File: src/core/oag_pkg.sv
/*
 Package for the operand address generator: addressing mode codes,
 operand source codes and sequencing constants.
 Assumes nothing of its surroundings.
*/
package oag_pkg;
   typedef enum logic [3:0] {
      OAG_MODE_REG,
      OAG_MODE_IMM,
      OAG_MODE_DP,
      OAG_MODE_ABS,
      OAG_MODE_DPX,
      OAG_MODE_DPX_INC,
      OAG_MODE_DPX_OFS,
      OAG_MODE_DPY_OFS,
      OAG_MODE_ABS_Y,
      OAG_MODE_IND_DP,
      OAG_MODE_IND_DPX,
      OAG_MODE_IND_DPY,
      OAG_MODE_IND_ABS
   } oag_mode_t;

   typedef enum logic [2:0] {
      OAG_SRC_ACC,
      OAG_SRC_X,
      OAG_SRC_Y,
      OAG_SRC_CARRY,
      OAG_SRC_FLAGS
   } oag_src_t;

   localparam int         OAG_ADDR_W   = 16;
   localparam int         OAG_DATA_W   = 8;
   localparam logic [7:0] OAG_INC_STEP = 8'h01;
   localparam logic [7:0] OAG_ZERO_8   = 8'h00;
   localparam logic [0:0] OAG_PTR_LOW  = 1'h0;
   localparam logic [0:0] OAG_PTR_HIGH = 1'h1;
endpackage

File: src/core/oag_page_add.sv
/*
 Direct-page adder: forms page:(base+index) with wrap inside the page.
 Assumes a page byte from the core.
*/
`timescale 1ns/10ps
module oag_page_add (
   input  wire logic [7:0]  i_page,
   input  wire logic [7:0]  i_base,
   input  wire logic [7:0]  i_index,
   output logic      [15:0] o_addr
);
   logic [7:0] sum;
   // Carry out is dropped on purpose so the page never changes
   assign sum    = 8'(i_base + i_index);
   assign o_addr = {i_page, sum};
endmodule

File: src/core/oag_ptr_fetch.sv
/*
 Pointer fetch sequencer: reads a low then a high byte of a 16-bit pointer.
 Assumes memory answers i_rd_valid one or more cycles after o_rd_req.
*/
`timescale 1ns/10ps
module oag_ptr_fetch (
   input  wire logic        i_clock,
   input  wire logic        i_rst,
   input  wire logic        i_start,
   input  wire logic [15:0] i_addr_lo,
   input  wire logic [15:0] i_addr_hi,
   input  wire logic [7:0]  i_rd_data,
   input  wire logic        i_rd_valid,
   output logic             o_rd_req,
   output logic      [15:0] o_rd_addr,
   output logic             o_done,
   output logic      [15:0] o_ptr
);
   typedef enum {OAG_PF_IDLE, OAG_PF_LOW, OAG_PF_HIGH} oag_pf_t;
   oag_pf_t     state, next_state;
   logic [7:0]  low, next_low;
   logic [15:0] hi_addr, next_hi_addr, next_rd_addr, next_ptr;
   logic        next_rd_req, next_done;

   always_comb begin
      next_state   = state;
      next_low     = low;
      next_hi_addr = hi_addr;
      next_rd_addr = o_rd_addr;
      next_rd_req  = 1'b0;
      next_done    = 1'b0;
      next_ptr     = o_ptr;
      case (state)
         OAG_PF_IDLE: begin
            if (i_start) begin
               next_hi_addr = i_addr_hi;
               next_rd_addr = i_addr_lo;
               next_rd_req  = 1'b1;
               next_state   = OAG_PF_LOW;
            end
         end
         OAG_PF_LOW: begin
            if (i_rd_valid) begin
               next_low     = i_rd_data;
               next_rd_addr = hi_addr;
               next_rd_req  = 1'b1;
               next_state   = OAG_PF_HIGH;
            end
         end
         OAG_PF_HIGH: begin
            if (i_rd_valid) begin
               next_ptr   = {i_rd_data, low};
               next_done  = 1'b1;
               next_state = OAG_PF_IDLE;
            end
         end
         default: next_state = OAG_PF_IDLE;
      endcase
   end

   always_ff @(posedge i_clock) begin
      if (i_rst) begin
         state     <= OAG_PF_IDLE;
         low       <= 8'h00;
         hi_addr   <= 16'h0000;
         o_rd_addr <= 16'h0000;
         o_rd_req  <= 1'b0;
         o_done    <= 1'b0;
         o_ptr     <= 16'h0000;
      end else begin
         state     <= next_state;
         low       <= next_low;
         hi_addr   <= next_hi_addr;
         o_rd_addr <= next_rd_addr;
         o_rd_req  <= next_rd_req;
         o_done    <= next_done;
         o_ptr     <= next_ptr;
      end
   end
endmodule

File: src/core/oag_top.sv
/*
 Operand address generator top: turns an addressing mode, operand bytes
 and the index registers into an effective address or operand value.
 Assumes the core holds i_start for one cycle and waits for o_done.
*/
// Operation
// - Register mode takes operand from A, X, Y, carry or flags, no memory.
// - Immediate mode uses the byte after the opcode as the value.
// - Direct page mode: address is page byte and operand byte.
// - Absolute mode: second byte low, third byte high, whole space.
// - X indexed without offset: X is the location in the page.
// - Auto increment: access page location X, then X plus one.
// - X with offset: operand plus X, stays in the page.
// - Y with offset: operand plus Y, stays in the page.
// - Y indexed absolute: 16-bit address plus Y, anywhere.
// - Page indirect jump: pointer pair at operand is the target.
// - X indexed indirect: pointer at operand plus X, then access it.
// - Y post-indexed: pointer at operand, plus Y gives address.
// - Absolute indirect jump: pointer at absolute address loads PC.
`timescale 1ns/10ps
module oag_top (
   input  wire logic                   i_clock,
   input  wire logic                   i_rst,
   input  wire logic                   i_start,
   input  wire oag_pkg::oag_mode_t     i_mode,
   input  wire oag_pkg::oag_src_t      i_src,
   input  wire logic [7:0]             i_op1,
   input  wire logic [7:0]             i_op2,
   input  wire logic [7:0]             i_page,
   input  wire logic [7:0]             i_acc,
   input  wire logic [7:0]             i_x,
   input  wire logic [7:0]             i_y,
   input  wire logic                   i_carry,
   input  wire logic [7:0]             i_flags,
   input  wire logic [7:0]             i_rd_data,
   input  wire logic                   i_rd_valid,
   output logic                        o_rd_req,
   output logic      [15:0]            o_rd_addr,
   output logic                        o_done,
   output logic      [15:0]            o_ea,
   output logic                        o_ea_valid,
   output logic      [7:0]             o_value,
   output logic                        o_value_valid,
   output logic                        o_pc_load,
   output logic      [7:0]             o_x_new,
   output logic                        o_x_write
);
   typedef enum {OAG_ST_IDLE, OAG_ST_PTR} oag_st_t;

   oag_st_t            state, next_state;
   oag_pkg::oag_mode_t mode, next_mode;
   logic [7:0]         y_hold, next_y_hold;
   logic [15:0]        next_ea;
   logic [7:0]         next_value, next_x_new;
   logic               next_done, next_ea_valid, next_value_valid;
   logic               next_pc_load, next_x_write;
   logic [15:0]        dp_plain, dp_x, dp_y, dp_xp1, dp_op1, dp_op1p1;
   logic [15:0]        abs_addr, abs_p1, abs_y;
   logic               pf_start;
   logic [15:0]        pf_lo, pf_hi, pf_ptr, pf_rd_addr;
   logic               pf_done, pf_rd_req;
   logic [7:0]         x_plus_op;

   assign abs_addr  = {i_op2, i_op1};
   assign abs_p1    = 16'(abs_addr + 16'h0001);
   assign abs_y     = 16'(abs_addr + {8'h00, i_y});
   assign x_plus_op = 8'(i_op1 + i_x);

   oag_page_add u_dp_plain (.i_page(i_page), .i_base(i_op1), .i_index(oag_pkg::OAG_ZERO_8),
                            .o_addr(dp_plain));
   oag_page_add u_dp_x     (.i_page(i_page), .i_base(i_op1), .i_index(i_x),
                            .o_addr(dp_x));
   oag_page_add u_dp_y     (.i_page(i_page), .i_base(i_op1), .i_index(i_y),
                            .o_addr(dp_y));
   oag_page_add u_dp_xp1   (.i_page(i_page), .i_base(x_plus_op),
                            .i_index(oag_pkg::OAG_INC_STEP), .o_addr(dp_xp1));
   oag_page_add u_dp_op1   (.i_page(i_page), .i_base(oag_pkg::OAG_ZERO_8), .i_index(i_x),
                            .o_addr(dp_op1));
   oag_page_add u_dp_op1p1 (.i_page(i_page), .i_base(i_op1),
                            .i_index(oag_pkg::OAG_INC_STEP), .o_addr(dp_op1p1));

   // Pointer source addresses for the indirect modes
   always_comb begin
      pf_lo = dp_plain;
      pf_hi = dp_op1p1;
      case (i_mode)
         oag_pkg::OAG_MODE_IND_DPX: begin
            pf_lo = dp_x;
            pf_hi = dp_xp1;
         end
         oag_pkg::OAG_MODE_IND_ABS: begin
            pf_lo = abs_addr;
            pf_hi = abs_p1;
         end
         default: begin
            pf_lo = dp_plain;
            pf_hi = dp_op1p1;
         end
      endcase
   end

   oag_ptr_fetch u_fetch (
      .i_clock   (i_clock),
      .i_rst     (i_rst),
      .i_start   (pf_start),
      .i_addr_lo (pf_lo),
      .i_addr_hi (pf_hi),
      .i_rd_data (i_rd_data),
      .i_rd_valid(i_rd_valid),
      .o_rd_req  (pf_rd_req),
      .o_rd_addr (pf_rd_addr),
      .o_done    (pf_done),
      .o_ptr     (pf_ptr)
   );

   always_comb begin
      next_state       = state;
      next_mode        = mode;
      next_y_hold      = y_hold;
      next_ea          = o_ea;
      next_value       = o_value;
      next_x_new       = o_x_new;
      next_done        = 1'b0;
      next_ea_valid    = 1'b0;
      next_value_valid = 1'b0;
      next_pc_load     = 1'b0;
      next_x_write     = 1'b0;
      pf_start         = 1'b0;
      case (state)
         OAG_ST_IDLE: begin
            if (i_start) begin
               next_mode   = i_mode;
               next_y_hold = i_y;
               next_done   = 1'b1;
               case (i_mode)
                  oag_pkg::OAG_MODE_REG: begin
                     next_value_valid = 1'b1;
                     case (i_src)
                        oag_pkg::OAG_SRC_X:     next_value = i_x;
                        oag_pkg::OAG_SRC_Y:     next_value = i_y;
                        oag_pkg::OAG_SRC_CARRY: next_value = {7'h00, i_carry};
                        oag_pkg::OAG_SRC_FLAGS: next_value = i_flags;
                        default:                next_value = i_acc;
                     endcase
                  end
                  oag_pkg::OAG_MODE_IMM: begin
                     next_value       = i_op1;
                     next_value_valid = 1'b1;
                  end
                  oag_pkg::OAG_MODE_DP: begin
                     next_ea       = dp_plain;
                     next_ea_valid = 1'b1;
                  end
                  oag_pkg::OAG_MODE_ABS: begin
                     next_ea       = abs_addr;
                     next_ea_valid = 1'b1;
                  end
                  oag_pkg::OAG_MODE_DPX: begin
                     next_ea       = dp_op1;
                     next_ea_valid = 1'b1;
                  end
                  oag_pkg::OAG_MODE_DPX_INC: begin
                     next_ea       = dp_op1;
                     next_ea_valid = 1'b1;
                     next_x_new    = 8'(i_x + oag_pkg::OAG_INC_STEP);
                     next_x_write  = 1'b1;
                  end
                  oag_pkg::OAG_MODE_DPX_OFS: begin
                     next_ea       = dp_x;
                     next_ea_valid = 1'b1;
                  end
                  oag_pkg::OAG_MODE_DPY_OFS: begin
                     next_ea       = dp_y;
                     next_ea_valid = 1'b1;
                  end
                  oag_pkg::OAG_MODE_ABS_Y: begin
                     next_ea       = abs_y;
                     next_ea_valid = 1'b1;
                  end
                  oag_pkg::OAG_MODE_IND_DP,
                  oag_pkg::OAG_MODE_IND_DPX,
                  oag_pkg::OAG_MODE_IND_DPY,
                  oag_pkg::OAG_MODE_IND_ABS: begin
                     next_done  = 1'b0;
                     pf_start   = 1'b1;
                     next_state = OAG_ST_PTR;
                  end
                  default: begin
                     next_ea       = dp_plain;
                     next_ea_valid = 1'b1;
                  end
               endcase
            end
         end
         OAG_ST_PTR: begin
            if (pf_done) begin
               next_done     = 1'b1;
               next_state    = OAG_ST_IDLE;
               next_ea_valid = 1'b1;
               case (mode)
                  oag_pkg::OAG_MODE_IND_DPY:
                     next_ea = 16'(pf_ptr + {8'h00, y_hold});
                  oag_pkg::OAG_MODE_IND_DP,
                  oag_pkg::OAG_MODE_IND_ABS: begin
                     next_ea      = pf_ptr;
                     next_pc_load = 1'b1;
                  end
                  default: next_ea = pf_ptr;
               endcase
            end
         end
         default: next_state = OAG_ST_IDLE;
      endcase
   end

   always_ff @(posedge i_clock) begin
      if (i_rst) begin
         state         <= OAG_ST_IDLE;
         mode          <= oag_pkg::OAG_MODE_REG;
         y_hold        <= 8'h00;
         o_ea          <= 16'h0000;
         o_value       <= 8'h00;
         o_x_new       <= 8'h00;
         o_done        <= 1'b0;
         o_ea_valid    <= 1'b0;
         o_value_valid <= 1'b0;
         o_pc_load     <= 1'b0;
         o_x_write     <= 1'b0;
         o_rd_req      <= 1'b0;
         o_rd_addr     <= 16'h0000;
      end else begin
         state         <= next_state;
         mode          <= next_mode;
         y_hold        <= next_y_hold;
         o_ea          <= next_ea;
         o_value       <= next_value;
         o_x_new       <= next_x_new;
         o_done        <= next_done;
         o_ea_valid    <= next_ea_valid;
         o_value_valid <= next_value_valid;
         o_pc_load     <= next_pc_load;
         o_x_write     <= next_x_write;
         o_rd_req      <= pf_rd_req;
         o_rd_addr     <= pf_rd_addr;
      end
   end

   a_imm_value: assert property (@(posedge i_clock) disable iff (i_rst)
      (state == OAG_ST_IDLE && i_start && i_mode == oag_pkg::OAG_MODE_IMM)
      |=> (o_value == $past(i_op1) && o_value_valid && !o_ea_valid))
      else $error("immediate value wrong");
   a_reg_no_mem: assert property (@(posedge i_clock) disable iff (i_rst)
      (state == OAG_ST_IDLE && i_start && i_mode == oag_pkg::OAG_MODE_REG)
      |=> (o_value_valid && o_done) ##1 !o_rd_req)
      else $error("register mode touched memory");
   a_dp_addr: assert property (@(posedge i_clock) disable iff (i_rst)
      (state == OAG_ST_IDLE && i_start && i_mode == oag_pkg::OAG_MODE_DP)
      |=> (o_ea == {$past(i_page), $past(i_op1)}))
      else $error("direct page address wrong");
   a_abs_addr: assert property (@(posedge i_clock) disable iff (i_rst)
      (state == OAG_ST_IDLE && i_start && i_mode == oag_pkg::OAG_MODE_ABS)
      |=> (o_ea == {$past(i_op2), $past(i_op1)}))
      else $error("absolute address wrong");
   a_dpx_plain: assert property (@(posedge i_clock) disable iff (i_rst)
      (state == OAG_ST_IDLE && i_start && i_mode == oag_pkg::OAG_MODE_DPX)
      |=> (o_ea == {$past(i_page), $past(i_x)}))
      else $error("x page address wrong");
   a_x_incr: assert property (@(posedge i_clock) disable iff (i_rst)
      (state == OAG_ST_IDLE && i_start && i_mode == oag_pkg::OAG_MODE_DPX_INC)
      |=> (o_x_write && o_x_new == 8'($past(i_x) + 8'h01) && o_ea[7:0] == $past(i_x)))
      else $error("auto increment wrong");
   a_dpx_wrap: assert property (@(posedge i_clock) disable iff (i_rst)
      (state == OAG_ST_IDLE && i_start && i_mode == oag_pkg::OAG_MODE_DPX_OFS)
      |=> (o_ea[15:8] == $past(i_page) && o_ea[7:0] == 8'($past(i_op1) + $past(i_x))))
      else $error("x offset address left page");
   a_dpy_wrap: assert property (@(posedge i_clock) disable iff (i_rst)
      (state == OAG_ST_IDLE && i_start && i_mode == oag_pkg::OAG_MODE_DPY_OFS)
      |=> (o_ea[15:8] == $past(i_page) && o_ea[7:0] == 8'($past(i_op1) + $past(i_y))))
      else $error("y offset address left page");
   a_ptr_pair: assert property (@(posedge i_clock) disable iff (i_rst)
      (o_rd_req && state == OAG_ST_PTR) |-> ##[1:1000] (pf_done || o_rd_req))
      else $error("pointer fetch stalled");
   a_jump_load: assert property (@(posedge i_clock) disable iff (i_rst)
      o_pc_load |-> (o_done && o_ea_valid && (mode == oag_pkg::OAG_MODE_IND_ABS
      || mode == oag_pkg::OAG_MODE_IND_DP)))
      else $error("pc load in wrong mode");
   a_abs_y_addr: assert property (@(posedge i_clock) disable iff (i_rst)
      (state == OAG_ST_IDLE && i_start && i_mode == oag_pkg::OAG_MODE_ABS_Y)
      |=> (o_ea == 16'({$past(i_op2), $past(i_op1)} + {8'h00, $past(i_y)})))
      else $error("y absolute address wrong");
   a_x_write_mode: assert property (@(posedge i_clock) disable iff (i_rst)
      o_x_write |-> (o_done && o_ea_valid && mode == oag_pkg::OAG_MODE_DPX_INC))
      else $error("x written outside auto increment");

   c_imm: cover property (@(posedge i_clock) o_value_valid);
   c_ind_abs: cover property (@(posedge i_clock) o_pc_load && mode == oag_pkg::OAG_MODE_IND_ABS);
   c_ind_y: cover property (@(posedge i_clock) o_done && mode == oag_pkg::OAG_MODE_IND_DPY);
   c_x_incr: cover property (@(posedge i_clock) o_x_write);
endmodule

File: config.mk
export PLATFORM = sky130hd
export DESIGN_NAME = oag_top
export DESIGN_NICKNAME = d
export VERILOG_FILES = /design/src/core/oag_pkg.sv /design/src/core/oag_page_add.sv /design/src/core/oag_ptr_fetch.sv /design/src/core/oag_top.sv
export SDC_FILE = /design/constraint.sdc
export NUM_CORES = 1
export LEC_CHECK = 0
export BUFFER_PORTS_ARGS = -buffer_cell sky130_fd_sc_hd__buf_4
export CAP_MARGIN = 20
export CORE_ASPECT_RATIO = 1.75
export CORE_MARGIN = 10
export CORE_UTILIZATION = 50
export DETAILED_ROUTE_END_ITERATION = 6
export PLACE_DENSITY = 0.81
export SYNTH_ARGS = -nofsm -noshare
export SYNTH_HDL_FRONTEND = slang
export SYNTH_SLANG_ARGS = --single-unit
File: constraint.sdc
create_clock -name i_clock -period 2.7 [get_ports i_clock]
set_clock_uncertainty 0.1 [all_clocks]
set_input_delay 0.405 -clock i_clock [delete_from_list [all_inputs] [get_ports i_clock]]
set_output_delay 0.405 -clock i_clock [all_outputs]
set_load 0.005 [all_outputs]
==> summary.md <==
| Metric | Value |
|---|---|
| Slack of the worst reg-to-reg path | 0.16 ns |
| Highest ir drop seen on vdd | ~0.00045 V |
| Worst setup EP type | register |
| Total number of placement rows | 60 |
| Class of the most critical hold timing path | in2reg |
| Transition time of the tightest slew-check pin | between 0.7 and 0.8 ns |
| Hold violation total from the final report | 0 |
| Clock root cell | sky130_fd_sc_hd__clkbuf_16 |
| Startpoint of the most critical register-to-register path | y_hold[0] |
| Number of buffers created by CTS | 17 |
| Master of the slowest instance on the critical path | sky130_fd_sc_hd__fa_1 |
| Mean area per synthesized cell | approximately 7.7 um2 |
| Netlist area before placement | just under 8000 um2 |
| DP Worst Slack | -0.173 ns |
| Clock-pin slew of the registers on the worst-case setup and hold paths | approximately 0.070 ns |
| Cell accounting for the most synthesized area | sky130_fd_sc_hd__dfxtp_1 |
| Number of search-and-repair iterations in the first detailed-routing pass | 7 |
| Highest clock frequency the design can meet | between 300 and 400 MHz |
| Routed wire per std cell | approximately 19 um |
| CP Cell Sequence | ha_2, inv_1, fa_1, nor2b_2, o21a_1, o21ai_1, a31oi_2, buf_4, a31oi_1, nand3b_1, a31o_2 |
| Maximum level of the CTS H-tree | 4 |
| Static Leakage | 3.89 nW |
| Power per cell area | roughly 540 nW/um2 |
| DRC | 0 |
| RSZ-0062 raised after global routing | no |
| Final cell utilization of the core | roughly 63% |
| Starting utilization of the core area | between 50% and 60% |
| Diode count | 0 |
| Status | complete, no violations |
| Largest net degree at the start of global routing | 48 |
| Wire length of the first global-routing pass | between 40000 and 50000 um |
| Top cells by area, synth | sky130_fd_sc_hd__dfxtp_1 (32%), sky130_fd_sc_hd__a21oi_1 (8.0%), sky130_fd_sc_hd__nand2_1 (7.0%), sky130_fd_sc_hd__nor2_1 (5.4%), sky130_fd_sc_hd__ha_1 (4.1%) |
| Input/output buffers | between 100 and 150 |
| Number of synthesized register bits | around 130 |
| DP Wirelength | around 19000 um |
| Crit. Startpoint | y_hold[0] |
| Layout Cell Area excl Fill | 9690 um2 |
| Maximum net fanout on the critical path | 6 |
| Cell count after placement | 1312 |
| Cell with the most instances after synthesis | sky130_fd_sc_hd__nand2_1 |
| Core footprint | between 15000 and 20000 um2 |
| Cell count after synthesis | between 1000 and 1500 |
| Count of fill cells added during filler insertion | ~1300 |
| Max Root-Sink Buffers | 2 |
| Max Transition Viols Final | 0 |
| Max-cap violations | 0 |
| First-iteration detailed-routing DRC count | around 480 |
| Longest individual stage delay on the worst path | approximately 0.4 ns |
| Number of I/O pins | 130 |
| Total number of vias | between 8000 and 9000 |
| Setup WS post-layout | 0.160 ns |
| Remaining global-route overflow | 0 |
| Total wirelength of the detailed-routed design | 25500 um |
| Via-to-Cell Ratio | about 6.1 |
| Worst slew slack as a fraction of its limit | about half |
| Final antenna-violating net count | 0 |
| Synthesis-to-layout area growth | 22.7% |
| Placed cell area | between 9000 and 10000 um2 |
| Final weighted congestion in routability-driven placement | 0.963 |
| Clock period minus worst slack | roughly 2.5 ns |
| Total nets after synthesis | 1126 |
| Ys async rst share | 0% |
| Crit Path Category | reg2reg |
| Final setup fails | 0 |
| Sequential share of the synthesized area | between 30% and 40% |
| Tot GR Track Use | a little under a quarter |
| Most used flip-flop cell after synthesis | sky130_fd_sc_hd__dfxtp_1 |
| Arrival time of data at the critical path endpoint | 2.77 ns |
| Critical hold path startpoint | i_rd_data[1] |
| Worst endpoint required time | 2.93 ns |
| Via count of the first global-routing pass | about 8000 |
| Fraction of final layout cells with drive strength greater than 1 | slightly above 20% |
| Synth unique cells | 84 |
| Die outline width | between 100 and 150 um |
| # Post-CTS Setup Buffers | 0 |
| Ratio of final minimum period to clock period | a little over nine tenths |
| NumNets Final | roughly 1300 |
| Number of flops mapped to enable cells by yosys | 0 |
| Overall power | around 0.0052 W |
| Yosys top cell area share | approximately 32% |
| Synth Warn # | 0 |
| Antenna violations before repair | 0 |
| Final non-filler cell total | 1344 |
| Clock tree from TritonCTS | yes |
| Clk sink count | around 130 |
| Die Y | between 150 and 200 um |
| Clock Latency Late Sink | between 0.4 and 0.5 ns |
| DIE AREA | 21400 um2 |
| Commonest cells in the netlist | sky130_fd_sc_hd__nand2_1 (147), sky130_fd_sc_hd__dfxtp_1 (127), sky130_fd_sc_hd__a21oi_1 (126) |
| Critical path startpoint category | register |
-- registers in the layout (all words and copies together), names as in the netlist, 16 cells and up --
register / count
o_ea: 16
o_rd_addr: 16
u_fetch.hi_addr: 16
u_fetch.o_ptr: 16
u_fetch.o_rd_addr: 16
-- routing by layer --
layer  vias to the layer above  GRT usage, %  routed length (um)
li1                       3929             -                   -
met1                      3806          23.4                9000
met2                       330          41.3               13500
met3                       115          3.69                1380
met4                         0          15.7                1660
met5                         -             0                   0
-- what timing repair did --
action	in CTS	in global routing
endpoints found under the setup margin	0	5
gates resized for setup	0	3
hold buffers	0	0
-- final timing paths --
| check | end | cells past startpoint |
|---|---|---|
| setup / recovery | o_ea[14] | 11 |
| hold / removal | u_fetch.o_ptr[9] | 3 |
| setup reg to reg | o_ea[14] | 11 |
| hold reg to reg | o_rd_req | 1 |
-- critical path: cells and delay by family (launching register included) --
family	cells	cell delay (ns)
AO/OA/AOI/OAI	5	0.85
adder cells (fa/ha/maj)	2	0.59
flip-flops	1	0.35
AND/OR/NAND/NOR	2	0.31
buffers and inverters	2	0.24
-- layout by cell type (no fill, tap or decap), types with 7 or more instances in the layout --
cell type	n
sky130_fd_sc_hd__a21o_1	8
sky130_fd_sc_hd__nand3b_1	9
sky130_fd_sc_hd__nand2b_1	14
sky130_fd_sc_hd__a21oi_1	126
sky130_fd_sc_hd__o22ai_1	9
sky130_fd_sc_hd__xnor2_1	23
sky130_fd_sc_hd__and3_1	8
sky130_fd_sc_hd__nor2b_1	26
sky130_fd_sc_hd__o21ai_0	27
sky130_fd_sc_hd__a211oi_1	24
sky130_fd_sc_hd__a221oi_1	8
sky130_fd_sc_hd__mux2i_1	13
sky130_fd_sc_hd__nand3_1	25
sky130_fd_sc_hd__nand2_1	147
sky130_fd_sc_hd__nor3_1	10
sky130_fd_sc_hd__o21a_1	8
sky130_fd_sc_hd__or3_1	8
sky130_fd_sc_hd__dfxtp_1	126
sky130_fd_sc_hd__a311oi_1	13
sky130_fd_sc_hd__buf_4	170
sky130_fd_sc_hd__a2bb2oi_1	7
sky130_fd_sc_hd__ha_1	25
sky130_fd_sc_hd__nand4_1	8
sky130_fd_sc_hd__clkbuf_16	17
sky130_fd_sc_hd__nor2_1	114
sky130_fd_sc_hd__o211ai_1	8
sky130_fd_sc_hd__xor2_1	14
sky130_fd_sc_hd__inv_1	29
-- where the power goes --
group / internal (W) / switching (W)
Clock: 0.00122 / 0.00102
Combinational: 0.000425 / 0.000557
Sequential: 0.00195 / 0.0000472
-- metrics by stage --
step	hold slack (ns)	setup TNS, ns
after global placement	0.321	-0.278
after CTS	0.131	0
after detailed placement	0.323	-0.442
final	0.136	0
after global routing	0.137	0
after floorplan	0.314	0
-- logic make-up (layout without fill, tap and decap cells) --
family | after synthesis | count (layout) | share of synthesized area [%]
flip-flops | 127 | 127 | 32.2
adder cells (fa/ha/maj) | 29 | 29 | 4.88
AND/OR/NAND/NOR | 412 | 412 | 25.5
AO/OA/AOI/OAI | 305 | 305 | 26.0
multiplexers | 17 | 17 | 2.22
XOR/XNOR | 37 | 37 | 4.10
buffers and inverters | 94 | 231 | 5.07
-- final cells by class --
cell class,count,area [um2],share of cell area [%]
multi-input combinational,800,4960,51.2
sequential,127,2540,26.2
timing repair buffer,170,1280,13.2
clock buffer,17,425,4.39
tap,186,233,2.40
clock inverter,15,143,1.47
inverter,29,109,1.12
(Power assumes the default switching activity.)
